$ cat config.mk
export PLATFORM = sky130hd
export DESIGN_NAME = mwpc_top
export DESIGN_NICKNAME = d
export VERILOG_FILES = /design/src/mwpc_pkg.sv /design/src/mwpc_top.sv
export SDC_FILE = /design/constraint.sdc
export NUM_CORES = 1
export LEC_CHECK = 0
export ABC_CLOCK_PERIOD_IN_PS = 6000
export BUFFER_PORTS_ARGS = -buffer_cell sky130_fd_sc_hd__buf_2
export CAP_MARGIN = 20
export CELL_PAD_IN_SITES_DETAIL_PLACEMENT = 1
export CELL_PAD_IN_SITES_GLOBAL_PLACEMENT = 1
export CORE_ASPECT_RATIO = 0.5
export CORE_MARGIN = 2
export CORE_UTILIZATION = 50
export CTS_CLUSTER_DIAMETER = 50
export DETAILED_ROUTE_END_ITERATION = 6
export GPL_ROUTABILITY_DRIVEN = 0
export HOLD_SLACK_MARGIN = 0.06
export PLACE_DENSITY_LB_ADDON = 0.1
export REMOVE_ABC_BUFFERS = 1
export SETUP_SLACK_MARGIN = 0.1
export SLEW_MARGIN = 20
export SYNTH_ARGS = -nofsm -noshare
export SYNTH_HDL_FRONTEND = slang
export SYNTH_SLANG_ARGS = --single-unit
$ cat constraint.sdc
create_clock -name REF_CLK_I -period 6 [get_ports REF_CLK_I]
set_input_delay 0.3 -clock REF_CLK_I [delete_from_list [all_inputs] [get_ports REF_CLK_I]]
set_output_delay 0.3 -clock REF_CLK_I [all_outputs]
set_load 0.02 [all_outputs]
$ cat src/mwpc_pkg.sv
/*
  Shared constants and types for the MFM write precompensation and clocking block:
  timing counts, bit-cell layout, register map, precompensation table and state types.
  Assumes a single reference clock at CLK_FREQ_HZ and a synchronous active-high reset.
*/
package mwpc_pkg;

  // ==========================================================================
  // Timing
  // ==========================================================================
  localparam int unsigned CLK_FREQ_HZ = 25_000_000; // Reference clock rate
  localparam int unsigned CLK_PERIOD_NS = 1_000_000_000 / CLK_FREQ_HZ; // Period in ns
  localparam int unsigned PC_DELAY_NS = 12; // One precompensation delay interval
  // Longest-time style rounding down, but never below one cycle
  localparam int unsigned PC_DELAY_CYC =
    ((PC_DELAY_NS / CLK_PERIOD_NS) > 0) ? (PC_DELAY_NS / CLK_PERIOD_NS) : 1;
  localparam logic [2:0] PC_DELAY = 3'(PC_DELAY_CYC); // Shift in cycles

  // ==========================================================================
  // Bit cell layout (eight reference cycles per cell)
  // ==========================================================================
  localparam logic [2:0] CELL_LAST = 3'h7; // Last phase of a bit cell
  localparam logic [2:0] CLK_POS = 3'h2; // Shift_none clock pulse phase
  localparam logic [2:0] DAT_POS = 3'h6; // Shift_none data pulse phase
  localparam logic [2:0] CLK_LOCK = 3'h3; // Read phase forced on a clock pulse
  localparam logic [2:0] BYTE_LAST = 3'h7; // Last bit index of a byte

  // ==========================================================================
  // Register map
  // ==========================================================================
  localparam logic [3:0] REG_CTRL = 4'h0; // Control register offset
  localparam logic [3:0] REG_STATUS = 4'h4; // Status register offset
  localparam int unsigned CTRL_PC_EN_BIT = 0; // Precompensation enable
  localparam int unsigned CTRL_WR_GATE_BIT = 1; // Write gate
  localparam logic [1:0] CTRL_RST = 2'h0; // Control reset value
  localparam int unsigned ST_BUSY_BIT = 0; // Serializer busy
  localparam int unsigned ST_EMPTY_BIT = 1; // FIFO empty
  localparam int unsigned ST_FULL_BIT = 2; // FIFO full
  localparam int unsigned ST_OUTC_LSB = 4; // Current shift outcome, 2 bits
  localparam int unsigned ST_LEVEL_LSB = 8; // FIFO level, 6 bits

  // ==========================================================================
  // Buffer geometry
  // ==========================================================================
  localparam int unsigned FIFO_W = 8; // Byte wide
  localparam int unsigned FIFO_DEPTH = 32; // Words

  // ==========================================================================
  // Types
  // ==========================================================================
  typedef enum logic [1:0] {
    MWPC_SHIFT_NONE = 2'h0,
    MWPC_SHIFT_EARLY = 2'h1,
    MWPC_SHIFT_LATE = 2'h2
  } mwpc_shift_e;

  // Indexed by {previous, present}: 00 none, 01 early, 10 none, 11 late
  localparam logic [7:0] PC_TABLE = 8'h84;

  typedef enum logic [1:0] {
    MWPC_WR_IDLE = 2'h0,
    MWPC_WR_SHIFT = 2'h1
  } mwpc_wr_e;

  typedef struct packed {
    logic wclk; // Halved reference clock
    mwpc_wr_e wr; // Serializer state
    logic [7:0] sr; // Byte being written, MSB first
    logic [2:0] bit_idx; // Bit within byte
    logic [2:0] phase; // Phase within write cell
    logic prev; // Previously written data bit
    mwpc_shift_e outcome; // Registered shift outcome
    logic enc; // Encoded write pulse
    logic [1:0] ctrl; // Control register
    logic [31:0] rdata; // Bus read data
    logic rd_s1; // Read pin sync stage 1
    logic rd_s2; // Read pin sync stage 2
    logic rd_s3; // Read pin sync stage 3
    logic rd_lvl; // Accepted read pin level
    logic [2:0] rd_phase; // Recovered cell phase
    logic rclk; // Recovered read clock
    logic rd_seen; // Data pulse seen this cell
    logic rd_bit; // Separated data bit
    logic rd_stb; // Data bit strobe
  } mwpc_state_s;

  localparam mwpc_state_s STATE_RST = '0; // All-zero reset state

endpackage : mwpc_pkg

$ cat src/mwpc_top.sv
/*
  MFM write precompensation and clocking: write clock divider, byte FIFO,
  MFM serializer with three-way precompensation, digital read clock recovery,
  and a small register port.
  Assumes one reference clock, a synchronous reset, and a register master that
  uses one-cycle strobes and takes read data in the cycle after the read strobe.
*/
// Operation
// - Write clock is reference divided by two
// - Halved clock also drives processor clock out
// - Compare previous and present bit, one outcome
// - Early or late pulses offset one delay
// - Enable low forces no-shift for every pulse
// - Outcome selects pulse timing, sent differentially
// - Clock pulse only when both bits zero
// - One is data pulse, zero no pulse
// - Synthesize clock timing, resync on clock pulses
// - Read clock half rate, phase locked

// ============================================================================
// Byte FIFO
// ============================================================================
module mwpc_fifo #(
  parameter int unsigned W = 8, // Word width
  parameter int unsigned DEPTH = 32 // Word count
) (
  input wire logic clk_i, // Clock
  input wire logic rst_i, // Synchronous reset
  input wire logic in_valid_i, // Writer has a word
  input wire logic [W-1:0] in_data_i, // Word to store
  output logic in_ready_o, // Room for a word
  output logic out_valid_o, // Word available
  output logic [W-1:0] out_data_o, // Oldest word
  input wire logic out_ready_i, // Reader takes word
  output logic [$clog2(DEPTH):0] level_o // Words held
);
  localparam int unsigned AW = $clog2(DEPTH); // Pointer width
  localparam logic [AW:0] FULL_CNT = (AW+1)'(DEPTH); // Count when full

  typedef struct packed {
    logic [DEPTH-1:0][W-1:0] mem; // Storage flops
    logic [AW-1:0] wp; // Write index
    logic [AW-1:0] rp; // Read index
    logic [AW:0] cnt; // Occupancy
  } mwpc_fifo_s;

  mwpc_fifo_s st_ff; // Registered state
  mwpc_fifo_s nxt_st; // Next state
  logic push; // Word accepted
  logic pop; // Word released

  assign in_ready_o = (st_ff.cnt != FULL_CNT);
  assign out_valid_o = (st_ff.cnt != '0);
  assign out_data_o = st_ff.mem[st_ff.rp];
  assign level_o = st_ff.cnt;

  // Next state: push and pop may happen in one cycle
  always_comb begin
    nxt_st = st_ff;
    push = in_valid_i && in_ready_o;
    pop = out_ready_i && out_valid_o;
    if (push) begin
      nxt_st.mem[st_ff.wp] = in_data_i;
      nxt_st.wp = st_ff.wp + 1'b1;
    end
    if (pop) begin
      nxt_st.rp = st_ff.rp + 1'b1;
    end
    if (push && !pop) begin
      nxt_st.cnt = st_ff.cnt + 1'b1;
    end else if (pop && !push) begin
      nxt_st.cnt = st_ff.cnt - 1'b1;
    end
  end

  // State register
  always_ff @(posedge clk_i) begin
    if (rst_i) begin
      st_ff <= '0;
    end else begin
      st_ff <= nxt_st;
    end
  end
endmodule : mwpc_fifo

// ============================================================================
// Top
// ============================================================================
module mwpc_top (
  input wire logic REF_CLK_I, // Reference clock
  input wire logic RST_I, // Synchronous reset, active high
  input wire logic [3:0] ADDR_I, // Register byte address
  input wire logic [31:0] WDATA_I, // Register write data
  input wire logic WR_I, // Register write strobe
  input wire logic RD_I, // Register read strobe
  output logic [31:0] RDATA_O, // Read data, cycle after strobe
  input wire logic [7:0] WR_DATA_I, // Byte to write
  input wire logic WR_VALID_I, // Byte offered
  output logic WR_READY_O, // FIFO has room
  output logic WCLK_O, // Write clock
  output logic CPU_CLK_O, // Processor clock
  output logic PRECOMP_ENABLE_LINE_O, // Precompensation enable level
  output logic SHIFT_EARLY_O, // Early outcome
  output logic SHIFT_NONE_O, // No-shift outcome
  output logic SHIFT_LATE_O, // Late outcome
  output logic ENCODED_WRITE_OUT_O, // Encoded write pulse
  output logic ENC_WR_P_O, // Differential true side
  output logic ENC_WR_N_O, // Differential complement side
  input wire logic RD_MFM_I, // Read pulses from drive
  output logic RCLK_O, // Recovered read clock
  output logic RD_BIT_O, // Separated data bit
  output logic RD_BIT_STB_O // Data bit strobe, one cycle
);
  mwpc_pkg::mwpc_state_s st_ff; // Registered state
  mwpc_pkg::mwpc_state_s nxt_st; // Next state
  logic fifo_valid; // Byte waiting
  logic fifo_ready; // Serializer takes byte
  logic [7:0] fifo_data; // Byte at head
  logic [5:0] fifo_level; // FIFO occupancy
  logic fifo_full; // Writer stalled
  logic cur; // Present data bit
  logic pulse_need; // Cell carries a pulse
  logic [2:0] base_pos; // Shift_none pulse phase
  logic [2:0] pulse_pos; // Shifted pulse phase
  mwpc_pkg::mwpc_shift_e shift_c; // Outcome for this cell
  logic cell_end; // Last phase of write cell
  logic byte_end; // Last cell of byte
  logic rd_evt; // Rising read pulse accepted
  logic rd_clk_win; // Read phase in clock half

  // ==========================================================================
  // Buffer
  // ==========================================================================
  // Writer back-pressure reaches WR_READY_O; drained only while writing
  mwpc_fifo #(
    .W(mwpc_pkg::FIFO_W),
    .DEPTH(mwpc_pkg::FIFO_DEPTH)
  ) u_fifo (
    .clk_i(REF_CLK_I),
    .rst_i(RST_I),
    .in_valid_i(WR_VALID_I),
    .in_data_i(WR_DATA_I),
    .in_ready_o(WR_READY_O),
    .out_valid_o(fifo_valid),
    .out_data_o(fifo_data),
    .out_ready_i(fifo_ready),
    .level_o(fifo_level)
  );
  assign fifo_full = !WR_READY_O;

  // ==========================================================================
  // Write path decode
  // ==========================================================================
  // Per-cell pulse placement from the present and previous bits
  always_comb begin
    cur = st_ff.sr[7];
    cell_end = (st_ff.phase == mwpc_pkg::CELL_LAST);
    byte_end = cell_end && (st_ff.bit_idx == mwpc_pkg::BYTE_LAST);
    pulse_need = cur || !st_ff.prev;
    base_pos = cur ? mwpc_pkg::DAT_POS : mwpc_pkg::CLK_POS;
    // Table lookup only while enabled; otherwise no shift at all
    if (st_ff.ctrl[mwpc_pkg::CTRL_PC_EN_BIT]) begin
      shift_c = mwpc_pkg::mwpc_shift_e'(mwpc_pkg::PC_TABLE[{st_ff.prev, cur}*2 +: 2]);
    end else begin
      shift_c = mwpc_pkg::MWPC_SHIFT_NONE;
    end
    case (shift_c)
      mwpc_pkg::MWPC_SHIFT_EARLY: pulse_pos = base_pos - mwpc_pkg::PC_DELAY;
      mwpc_pkg::MWPC_SHIFT_LATE: pulse_pos = base_pos + mwpc_pkg::PC_DELAY;
      default: pulse_pos = base_pos;
    endcase
    // Take a new byte when idle, or back to back at the end of a byte
    case (st_ff.wr)
      mwpc_pkg::MWPC_WR_IDLE: fifo_ready = st_ff.ctrl[mwpc_pkg::CTRL_WR_GATE_BIT];
      mwpc_pkg::MWPC_WR_SHIFT: fifo_ready = byte_end && st_ff.ctrl[mwpc_pkg::CTRL_WR_GATE_BIT];
      default: fifo_ready = 1'b0;
    endcase
  end

  // ==========================================================================
  // Read path decode
  // ==========================================================================
  // Only the second and third sync stages are looked at
  assign rd_evt = (st_ff.rd_s2 == st_ff.rd_s3) && st_ff.rd_s2 && !st_ff.rd_lvl;
  assign rd_clk_win = !st_ff.rd_phase[2];

  // ==========================================================================
  // Next state
  // ==========================================================================
  always_comb begin
    nxt_st = st_ff;
    // Divide-by-two write clock
    nxt_st.wclk = !st_ff.wclk;

    // Serializer
    case (st_ff.wr)
      mwpc_pkg::MWPC_WR_IDLE: begin
        if (fifo_valid && fifo_ready) begin
          nxt_st.sr = fifo_data;
          nxt_st.bit_idx = 3'h0;
          nxt_st.phase = 3'h0;
          nxt_st.wr = mwpc_pkg::MWPC_WR_SHIFT;
        end
      end
      mwpc_pkg::MWPC_WR_SHIFT: begin
        nxt_st.phase = st_ff.phase + 3'h1;
        if (cell_end) begin
          nxt_st.prev = cur;
          nxt_st.sr = {st_ff.sr[6:0], 1'b0};
          nxt_st.bit_idx = st_ff.bit_idx + 3'h1;
        end
        if (byte_end) begin
          // Gate drop lets the current byte finish before idling
          if (fifo_valid && fifo_ready) begin
            nxt_st.sr = fifo_data;
            nxt_st.bit_idx = 3'h0;
          end else begin
            nxt_st.wr = mwpc_pkg::MWPC_WR_IDLE;
          end
        end
      end
      default: nxt_st.wr = mwpc_pkg::MWPC_WR_IDLE;
    endcase

    // Outcome lines and the pulse itself
    if (st_ff.wr == mwpc_pkg::MWPC_WR_SHIFT) begin
      nxt_st.outcome = shift_c;
      nxt_st.enc = pulse_need && (st_ff.phase == pulse_pos);
    end else begin
      nxt_st.outcome = mwpc_pkg::MWPC_SHIFT_NONE;
      nxt_st.enc = 1'b0;
    end

    // Register port
    if (WR_I && (ADDR_I == mwpc_pkg::REG_CTRL)) begin
      nxt_st.ctrl = WDATA_I[1:0];
    end
    nxt_st.rdata = 32'h0;
    if (RD_I) begin
      case (ADDR_I)
        mwpc_pkg::REG_CTRL: nxt_st.rdata = {30'h0, st_ff.ctrl};
        mwpc_pkg::REG_STATUS: begin
          nxt_st.rdata[mwpc_pkg::ST_BUSY_BIT] = (st_ff.wr == mwpc_pkg::MWPC_WR_SHIFT);
          nxt_st.rdata[mwpc_pkg::ST_EMPTY_BIT] = !fifo_valid;
          nxt_st.rdata[mwpc_pkg::ST_FULL_BIT] = fifo_full;
          nxt_st.rdata[mwpc_pkg::ST_OUTC_LSB +: 2] = st_ff.outcome;
          nxt_st.rdata[mwpc_pkg::ST_LEVEL_LSB +: 6] = fifo_level;
        end
        default: nxt_st.rdata = 32'h0; // Unmapped reads zero
      endcase
    end

    // Read pin synchroniser and level filter
    nxt_st.rd_s1 = RD_MFM_I;
    nxt_st.rd_s2 = st_ff.rd_s1;
    nxt_st.rd_s3 = st_ff.rd_s2;
    if (st_ff.rd_s2 == st_ff.rd_s3) begin
      nxt_st.rd_lvl = st_ff.rd_s2;
    end

    // Recovered cell timing: free-runs through missing clock pulses
    nxt_st.rd_phase = st_ff.rd_phase + 3'h1;
    nxt_st.rclk = !st_ff.rclk;
    if (rd_evt && rd_clk_win) begin
      nxt_st.rd_phase = mwpc_pkg::CLK_LOCK;
      nxt_st.rclk = 1'b1;
    end
    if (rd_evt && !rd_clk_win) begin
      nxt_st.rd_seen = 1'b1;
    end
    nxt_st.rd_stb = 1'b0;
    if (st_ff.rd_phase == mwpc_pkg::CELL_LAST) begin
      nxt_st.rd_bit = st_ff.rd_seen || (rd_evt && !rd_clk_win);
      nxt_st.rd_stb = 1'b1;
      nxt_st.rd_seen = 1'b0;
    end
  end

  // State register
  always_ff @(posedge REF_CLK_I) begin
    if (RST_I) begin
      st_ff <= mwpc_pkg::STATE_RST;
    end else begin
      st_ff <= nxt_st;
    end
  end

  // ==========================================================================
  // Outputs
  // ==========================================================================
  assign WCLK_O = st_ff.wclk;
  assign CPU_CLK_O = st_ff.wclk;
  assign PRECOMP_ENABLE_LINE_O = st_ff.ctrl[mwpc_pkg::CTRL_PC_EN_BIT];
  assign SHIFT_EARLY_O = (st_ff.outcome == mwpc_pkg::MWPC_SHIFT_EARLY);
  assign SHIFT_LATE_O = (st_ff.outcome == mwpc_pkg::MWPC_SHIFT_LATE);
  assign SHIFT_NONE_O = !SHIFT_EARLY_O && !SHIFT_LATE_O;
  assign ENCODED_WRITE_OUT_O = st_ff.enc;
  assign ENC_WR_P_O = st_ff.enc;
  assign ENC_WR_N_O = !st_ff.enc;
  assign RDATA_O = st_ff.rdata;
  assign RCLK_O = st_ff.rclk;
  assign RD_BIT_O = st_ff.rd_bit;
  assign RD_BIT_STB_O = st_ff.rd_stb;

  // ==========================================================================
  // Assertions
  // ==========================================================================
  property p_wclk_half;
    @(posedge REF_CLK_I) disable iff (RST_I)
    WCLK_O |=> !WCLK_O ##1 WCLK_O;
  endproperty
  a_wclk_half: assert property (p_wclk_half) else $error("Write clock not halved");

  property p_cpu_clk;
    @(posedge REF_CLK_I) disable iff (RST_I)
    CPU_CLK_O == WCLK_O;
  endproperty
  a_cpu_clk: assert property (p_cpu_clk) else $error("Processor clock differs");

  property p_one_outcome;
    @(posedge REF_CLK_I) disable iff (RST_I)
    $onehot({SHIFT_EARLY_O, SHIFT_NONE_O, SHIFT_LATE_O});
  endproperty
  a_one_outcome: assert property (p_one_outcome) else $error("Outcome not one-hot");

  property p_early_data;
    @(posedge REF_CLK_I) disable iff (RST_I)
    (st_ff.wr == mwpc_pkg::MWPC_WR_SHIFT) && cur && (shift_c == mwpc_pkg::MWPC_SHIFT_EARLY)
      && (st_ff.phase == mwpc_pkg::DAT_POS - mwpc_pkg::PC_DELAY) |=> ENC_WR_P_O ##1 !ENC_WR_P_O;
  endproperty
  a_early_data: assert property (p_early_data) else $error("Early pulse misplaced");

  property p_no_shift_off;
    @(posedge REF_CLK_I) disable iff (RST_I)
    !PRECOMP_ENABLE_LINE_O |=> SHIFT_NONE_O;
  endproperty
  a_no_shift_off: assert property (p_no_shift_off) else $error("Shift while disabled");

  property p_diff_pair;
    @(posedge REF_CLK_I) disable iff (RST_I)
    (ENC_WR_N_O != ENC_WR_P_O) && (ENC_WR_P_O == ENCODED_WRITE_OUT_O);
  endproperty
  a_diff_pair: assert property (p_diff_pair) else $error("Differential pair broken");

  property p_clock_pulse;
    @(posedge REF_CLK_I) disable iff (RST_I)
    (st_ff.wr == mwpc_pkg::MWPC_WR_SHIFT) && !cur && !st_ff.prev
      && (st_ff.phase == mwpc_pkg::CLK_POS) && (shift_c == mwpc_pkg::MWPC_SHIFT_NONE)
      |=> ENCODED_WRITE_OUT_O;
  endproperty
  a_clock_pulse: assert property (p_clock_pulse) else $error("Missing clock pulse");

  property p_zero_quiet;
    @(posedge REF_CLK_I) disable iff (RST_I)
    (st_ff.wr == mwpc_pkg::MWPC_WR_SHIFT) && !cur && st_ff.prev |=> !ENCODED_WRITE_OUT_O;
  endproperty
  a_zero_quiet: assert property (p_zero_quiet) else $error("Pulse in empty cell");

  property p_resync;
    @(posedge REF_CLK_I) disable iff (RST_I)
    rd_evt && rd_clk_win |=> (st_ff.rd_phase == mwpc_pkg::CLK_LOCK) && RCLK_O;
  endproperty
  a_resync: assert property (p_resync) else $error("No resync on clock pulse");

  property p_rclk_free;
    @(posedge REF_CLK_I) disable iff (RST_I)
    !(rd_evt && rd_clk_win) |=> (RCLK_O != $past(RCLK_O));
  endproperty
  a_rclk_free: assert property (p_rclk_free) else $error("Read clock stalled");

endmodule : mwpc_top

* Word level (Yosys, flattened, before mapping)
Index checks and enable logic that the tools add are counted.
** Operators by class
- $add $sub $neg :: 9
- Muxes and demuxes :: 21
- Order comparisons :: 3
- Shifts and indexed selects :: 1
- Reduce and logical (&&, ||, !) cells :: 41
- Equality and inequality tests :: 15
- Bitwise gates (word level) :: 3
** Operator list (number)
- 256-bit bitwise mux :: 1
- 8-bit binary-select mux with 5-bit select :: 1
- 8-bit demux with 5-bit select :: 1
- 14-bit one-hot mux with 2 select lines :: 1
- 11-bit 2-to-1 mux :: 2
- 16-bit 2-to-1 mux :: 1
- 8-bit 2-to-1 mux :: 2
- 1-bit logical AND :: 14
- 13-bit 2-to-1 mux :: 1
- 3-bit by 1-bit adder with 3-bit output, second input constant :: 4
- 1-bit zero test :: 12
- 5-bit by 6-bit < comparator with 1-bit output, second input constant :: 2
- 6-bit 2-to-1 mux :: 2
- 3-bit one-hot mux with 2 select lines :: 2
- 5-bit by 1-bit adder with 5-bit output, second input constant :: 2
- 3-bit equality test, second input constant :: 3
- 2-bit OR reduction :: 4
- 8-bit by 4-bit indexed part select with 2-bit output, first input constant :: 1
- 6-bit by 1-bit adder with 6-bit output, second input constant :: 1
- 2-bit by 1-bit equality test with 1-bit output, second input constant :: 3
- 3-bit 2-to-1 mux :: 2
- 6-bit inequality test, second input constant :: 1
- 6-bit nonzero test :: 1
- 6-bit by 1-bit subtractor with 6-bit output, second input constant :: 1
- 20 further kinds :: 28
** Storage, ports and cells
- Register bits after elaboration :: 338
- Bits of input ports :: 50
- Word-level logic and storage cells :: 150
- Output and inout bits :: 45

* Longest topological paths before layout
- Depth after elaboration :: 8
- Mapped depth :: 15
- Depth with buffers taken out :: 12

* Hierarchy
A second synthesis with hierarchy kept.
** Unflattened totals
- Cells, all modules :: 1375
- Area, all modules :: 14965.6 sq um
** Modules (own cells, without submodules)
- mwpc_fifo :: seq. area each 5445.2 sq um, area an instance 12913.6 sq um, times used 1, cells each 1169
- mwpc_top :: seq. area each 880.8 sq um, area an instance 2052.0 sq um, times used 1, cells each 206

* Worst setup path before layout
OpenSTA, ideal clock, no wires.
- Kind :: reg2reg
- From :: register u_fifo.st_ff (netlist bit u_fifo.level_o[0])
- To :: register u_fifo.st_ff (netlist bit u_fifo.level_o[5])
- Clock period less this slack :: 3.261 ns
- Buffers on the path :: 3
- Setup time :: 0.121 ns
- Cell stages (with the launch flop) :: 14
- Arrival :: 3.140 ns
- Slack :: 2.739 ns
- Data required time :: 5.879 ns
- Path through :: dfxtp_1 or4_1 buf_6 o311ai_4 buf_6 buf_4 ha_1 inv_1 ha_1 a21o_1 a21oi_1 or3_1 nand4_1 mux2_2
** Between the ends
- Longest elaborated chain between the ends :: 5
- Elaborated cells on any way between the ends :: 13
- Classes of those cells :: add/sub (2); eq/ne (1); mux (2); reduce/logical (8)
** Ends and longest elaborated chain
- start: declaration :: line mwpc_top.sv:47 : mwpc_fifo_s st_ff;
- start signal: assignment :: line mwpc_top.sv:81 : st_ff <= nxt_st;
- parallel branches: the longest is 5 deep, another holds 6-bit by 1-bit subtractor with 6-bit output
Parallel ways; which one is timed is not known. The select of a mux whose other input is x is not followed.
A chain may end at the register's enable or synchronous reset.

* Worst setup path in the final report
Ends and elaborated chain as after synthesis.

==> results.txt <==
status -> completed
Clock transition at path regs -> 0.07 ns
initial antenna violation count -> 1
critical path arrival -> 4.72 ns
critical path startpoint category -> flop
post-route DRC violation count -> 0
CTS Buf Count -> 30
slowest CP cell -> o311ai_4
ant diodes -> 0
Yosys cell types -> 53
Total Wirelength -> 42.8 mm
Synthesis Warnings -> 0
GR peak layer -> met2
#FFs+latches synth -> 316
post-CTS sizing -> 0
die extent in x -> 243 um
Leak -> 5.02 nW
dpl hpwl -> 25.2 mm
Port Buf Inserts -> 43
largest net degree at the start of global routing -> 101
Die ar. -> 30000 sq um
Synth async-reset ratio -> 0%
most frequent CP cell -> ha_1
Hold Vio Cnt, Final -> 0
Via density -> 6.11
Avg Inst Size Synth -> 8.66 sq um
I/O pins -> 95
critical path data required time -> 6.45 ns
sink of the worst hold path -> RDATA_O[1]$_SDFF_PP0_
Max Buffers Root-to-Sink -> 3
Setup TNS Final -> 0 ns
Chip Height -> 124 um
Initial Util -> 51.2%
hold path startpoint -> RD_I
GR Overflow Total -> 0
PnR worst setup slack -> 1.73 ns
first-pass GRT wire length -> 68.1 mm
CP max FO -> 20
Tot Pwr -> 0.00479 W
Sink Count -> 316
worst hold path type -> in -> reg
share of the synthesized area in the top cell type -> 44.2%
GR Util All Layers -> 28.7%
Fin Clk Skew -> 0.00746 ns
Crit Reg-Reg Startpoint -> u_fifo.level_o[0]$_SDFFE_PP0P_
cells after synthesis -> 1650
root buffer selected by CTS -> clkbuf_16
Synth Flop Type -> dfxtp_1
Placeable Area -> 27900 sq um
R2R Setup Slk -> 1.73 ns
Final Max Tran Viols -> 0
ANT nets after route -> 0
number of synthesized flops with an enable pin -> 0
CP cell instances -> or4_1, o311ai_4, ha_1, inv_1, ha_1, a21o_1, a21oi_1, o21ai_0, nand4_1, mux2_2
GR Util met1 -> 36.6%
Max VDD drop -> 0.212 mV
Initial DRC Count -> 981
worst skew pair latency -> 0.57 ns
MaxCap Viol Count -> 0
unrepaired setup endpoints after global routing -> no
Yosys top cell by area -> dfxtp_1
Row Count -> 43
hold_ws -> 0.148 ns
met2 usage in global routing -> 50.7%
final setup fails -> 0
mapped cell area -> 14300 sq um
via count -> 12100
minimum clock period -> 4.27 ns
CTS tree -> done
share of layout cells above drive strength 1 -> 12.5%
Tcrit/Tclk final -> 71.2%
pre-CTS WS -> 1.86 ns
R2R cell count -> 10
Max-slew headroom -> 29.5%
RR Endpoint -> u_fifo.level_o[5]$_SDFFE_PP0P_
fmax -> 234 MHz
Setup crit end kind -> flop
largest stage delay on the critical path -> 0.91 ns
dominant cells by area after synthesis -> dfxtp_1, a21oi_1, o21ai_0
Slew @ Worst Pin -> 1.06 ns
cell depth of the worst hold path -> 3
pwr/cell area -> 311 nW/um^2
WS Path Type -> reg -> reg
area grow syn2layout -> 7.86%
Routed wire per std cell -> 21.6 um
nets -> 1650
met3 usage -> 4.75%
drt first pass iters -> 5
sequential-to-total area share from yosys stat -> 44.2%
vias in the first global route -> 12600
H-tree levels -> 1
## state kept, by name, indices dropped and copies added, names as in the netlist
| register | flops |
|---|---|
| st_ff | 24 |
| RCLK_O | 1 |
| cur | 1 |
| ENCODED_WRITE_OUT_O | 1 |
| RD_BIT_O | 1 |
| nxt_st | 2 |
| u_fifo.st_ff | 266 |
| CPU_CLK_O | 1 |
| RD_BIT_STB_O | 1 |
| RDATA_O | 11 |
| PRECOMP_ENABLE_LINE_O | 1 |
| u_fifo.level_o | 6 |
## cells in the final DEF (no fill, tap or decap), drive strengths merged, types with 2 or more instances in the layout
cell | netlist | layout
nor2b | 6 | 6
nand3b | 4 | 4
o21ai | 263 | 263
ha | 19 | 19
or3b | 3 | 3
mux2i | 25 | 25
a22oi | 3 | 3
nand3 | 10 | 10
nor2 | 65 | 65
a21oi | 273 | 273
o211ai | 7 | 7
dfxtp | 316 | 316
bufinv | 0 | 2
and3 | 3 | 3
a31oi | 4 | 4
clkbuf | 104 | 48
or3 | 3 | 3
nand4 | 4 | 4
nand2 | 277 | 277
xnor2 | 4 | 4
clkinv | 1 | 6
conb | 1 | 21
buf | 81 | 59
mux2 | 16 | 16
dlygate4sd3 | 0 | 4
mux4 | 58 | 58
inv | 19 | 19
o22ai | 14 | 14
o311ai | 5 | 5
a21o | 2 | 2
a221oi | 14 | 14
nor3 | 11 | 11
and2 | 8 | 8
a211oi | 8 | 8
xor2 | 6 | 6
nor4 | 2 | 2
## stage by stage
step	instance area (sq um)	util (%)	std cells
floorplan	13500	-	1485
global placement	14300	51.2	1926
detailed placement	14300	51.2	1926
CTS	15400	55.2	1986
global route	15400	55.2	1986
finish	15400	55.2	1986
## cell families (layout without fill, tap and decap cells)
group / count (synthesis) / count (layout) / synth area share, %
AOI/OAI and AO/OA: 599 / 599 / 22.8
and+or+nand+nor: 400 / 400 / 11.5
DFF: 316 / 316 / 44.2
buffers and inverters: 205 / 139 / 6.86
muxes: 99 / 99 / 12.2
adders and majority gates: 20 / 20 / 1.80
xor gates and xnor gates: 10 / 10 / 0.613
other: 1 / 21 / 0.0262
## where the power goes
part           switching [W]  internal (W)  leakage [nW]
Sequential         0.0000569       0.00214          2.55
Combinational       0.000391      0.000145          1.93
Clock               0.000856       0.00120         0.534
Total                0.00130       0.00349          5.02
## metal layers
layer | routed length, um | share of wire, % | up-vias
met1 | 19000 | 44 | 6150
met4 | 984 | 2.3 | 0
met2 | 20500 | 48 | 320
li1 | - | - | 5592
met5 | 0 | 0 | -
met3 | 2300 | 5.4 | 74
## cell usage after synthesis (19+ instances only)
| cell | number |
|---|---|
| a21oi_1 | 273 |
| buf_1 | 28 |
| buf_4 | 42 |
| clkbuf_1 | 82 |
| clkbuf_2 | 22 |
| dfxtp_1 | 316 |
| ha_1 | 19 |
| inv_1 | 19 |
| mux2i_1 | 25 |
| mux4_2 | 58 |
| nand2_1 | 277 |
| nor2_1 | 64 |
| o21ai_0 | 263 |
## final cells by class
class,instances,area (sq um)
fillers,3239,12500
multi-input cells,1149,7070
flip-flops and latches,316,6330
clock buffers,48,980
well taps,382,478
repair buffers,63,385
clock inverters,8,96.3
inverters,20,75.1
## critical path, delay by kind of cell, from the launching register on
family / cells / cell delay [ns]
AOI/OAI and AO/OA: 4 / 1.52
adders and majority gates: 2 / 0.73
buffers and inverters: 1 / 0.18
DFF: 1 / 0.37
muxes: 1 / 0.35
and+or+nand+nor: 2 / 0.99
## timing repair
action / 4_1_cts / 5_1_grt
hold buffers: 4 / 0
endpoints found under the hold margin: 5 / 0
buffers inserted: 0 / 0
## worst max path at each step
stage / slack, ns / startpoint / depth (start not counted) / end
finish: 1.73 / u_fifo.level_o[0]$_SDFFE_PP0P_ / 10 / u_fifo.level_o[5]$_SDFFE_PP0P_
CTS: 1.75 / u_fifo.level_o[0]$_SDFFE_PP0P_ / 9 / u_fifo.level_o[5]$_SDFFE_PP0P_
global route: 1.41 / u_fifo.level_o[0]$_SDFFE_PP0P_ / 10 / u_fifo.level_o[5]$_SDFFE_PP0P_
global placement: 1.98 / u_fifo.level_o[0]$_SDFFE_PP0P_ / 10 / u_fifo.level_o[5]$_SDFFE_PP0P_
floorplan: 2.12 / u_fifo.level_o[0]$_SDFFE_PP0P_ / 5 / u_fifo.st_ff[136]$_SDFFE_PP0P_
detailed placement: 1.86 / u_fifo.level_o[0]$_SDFFE_PP0P_ / 10 / u_fifo.level_o[5]$_SDFFE_PP0P_
Power figures use the tool's default switching activity.
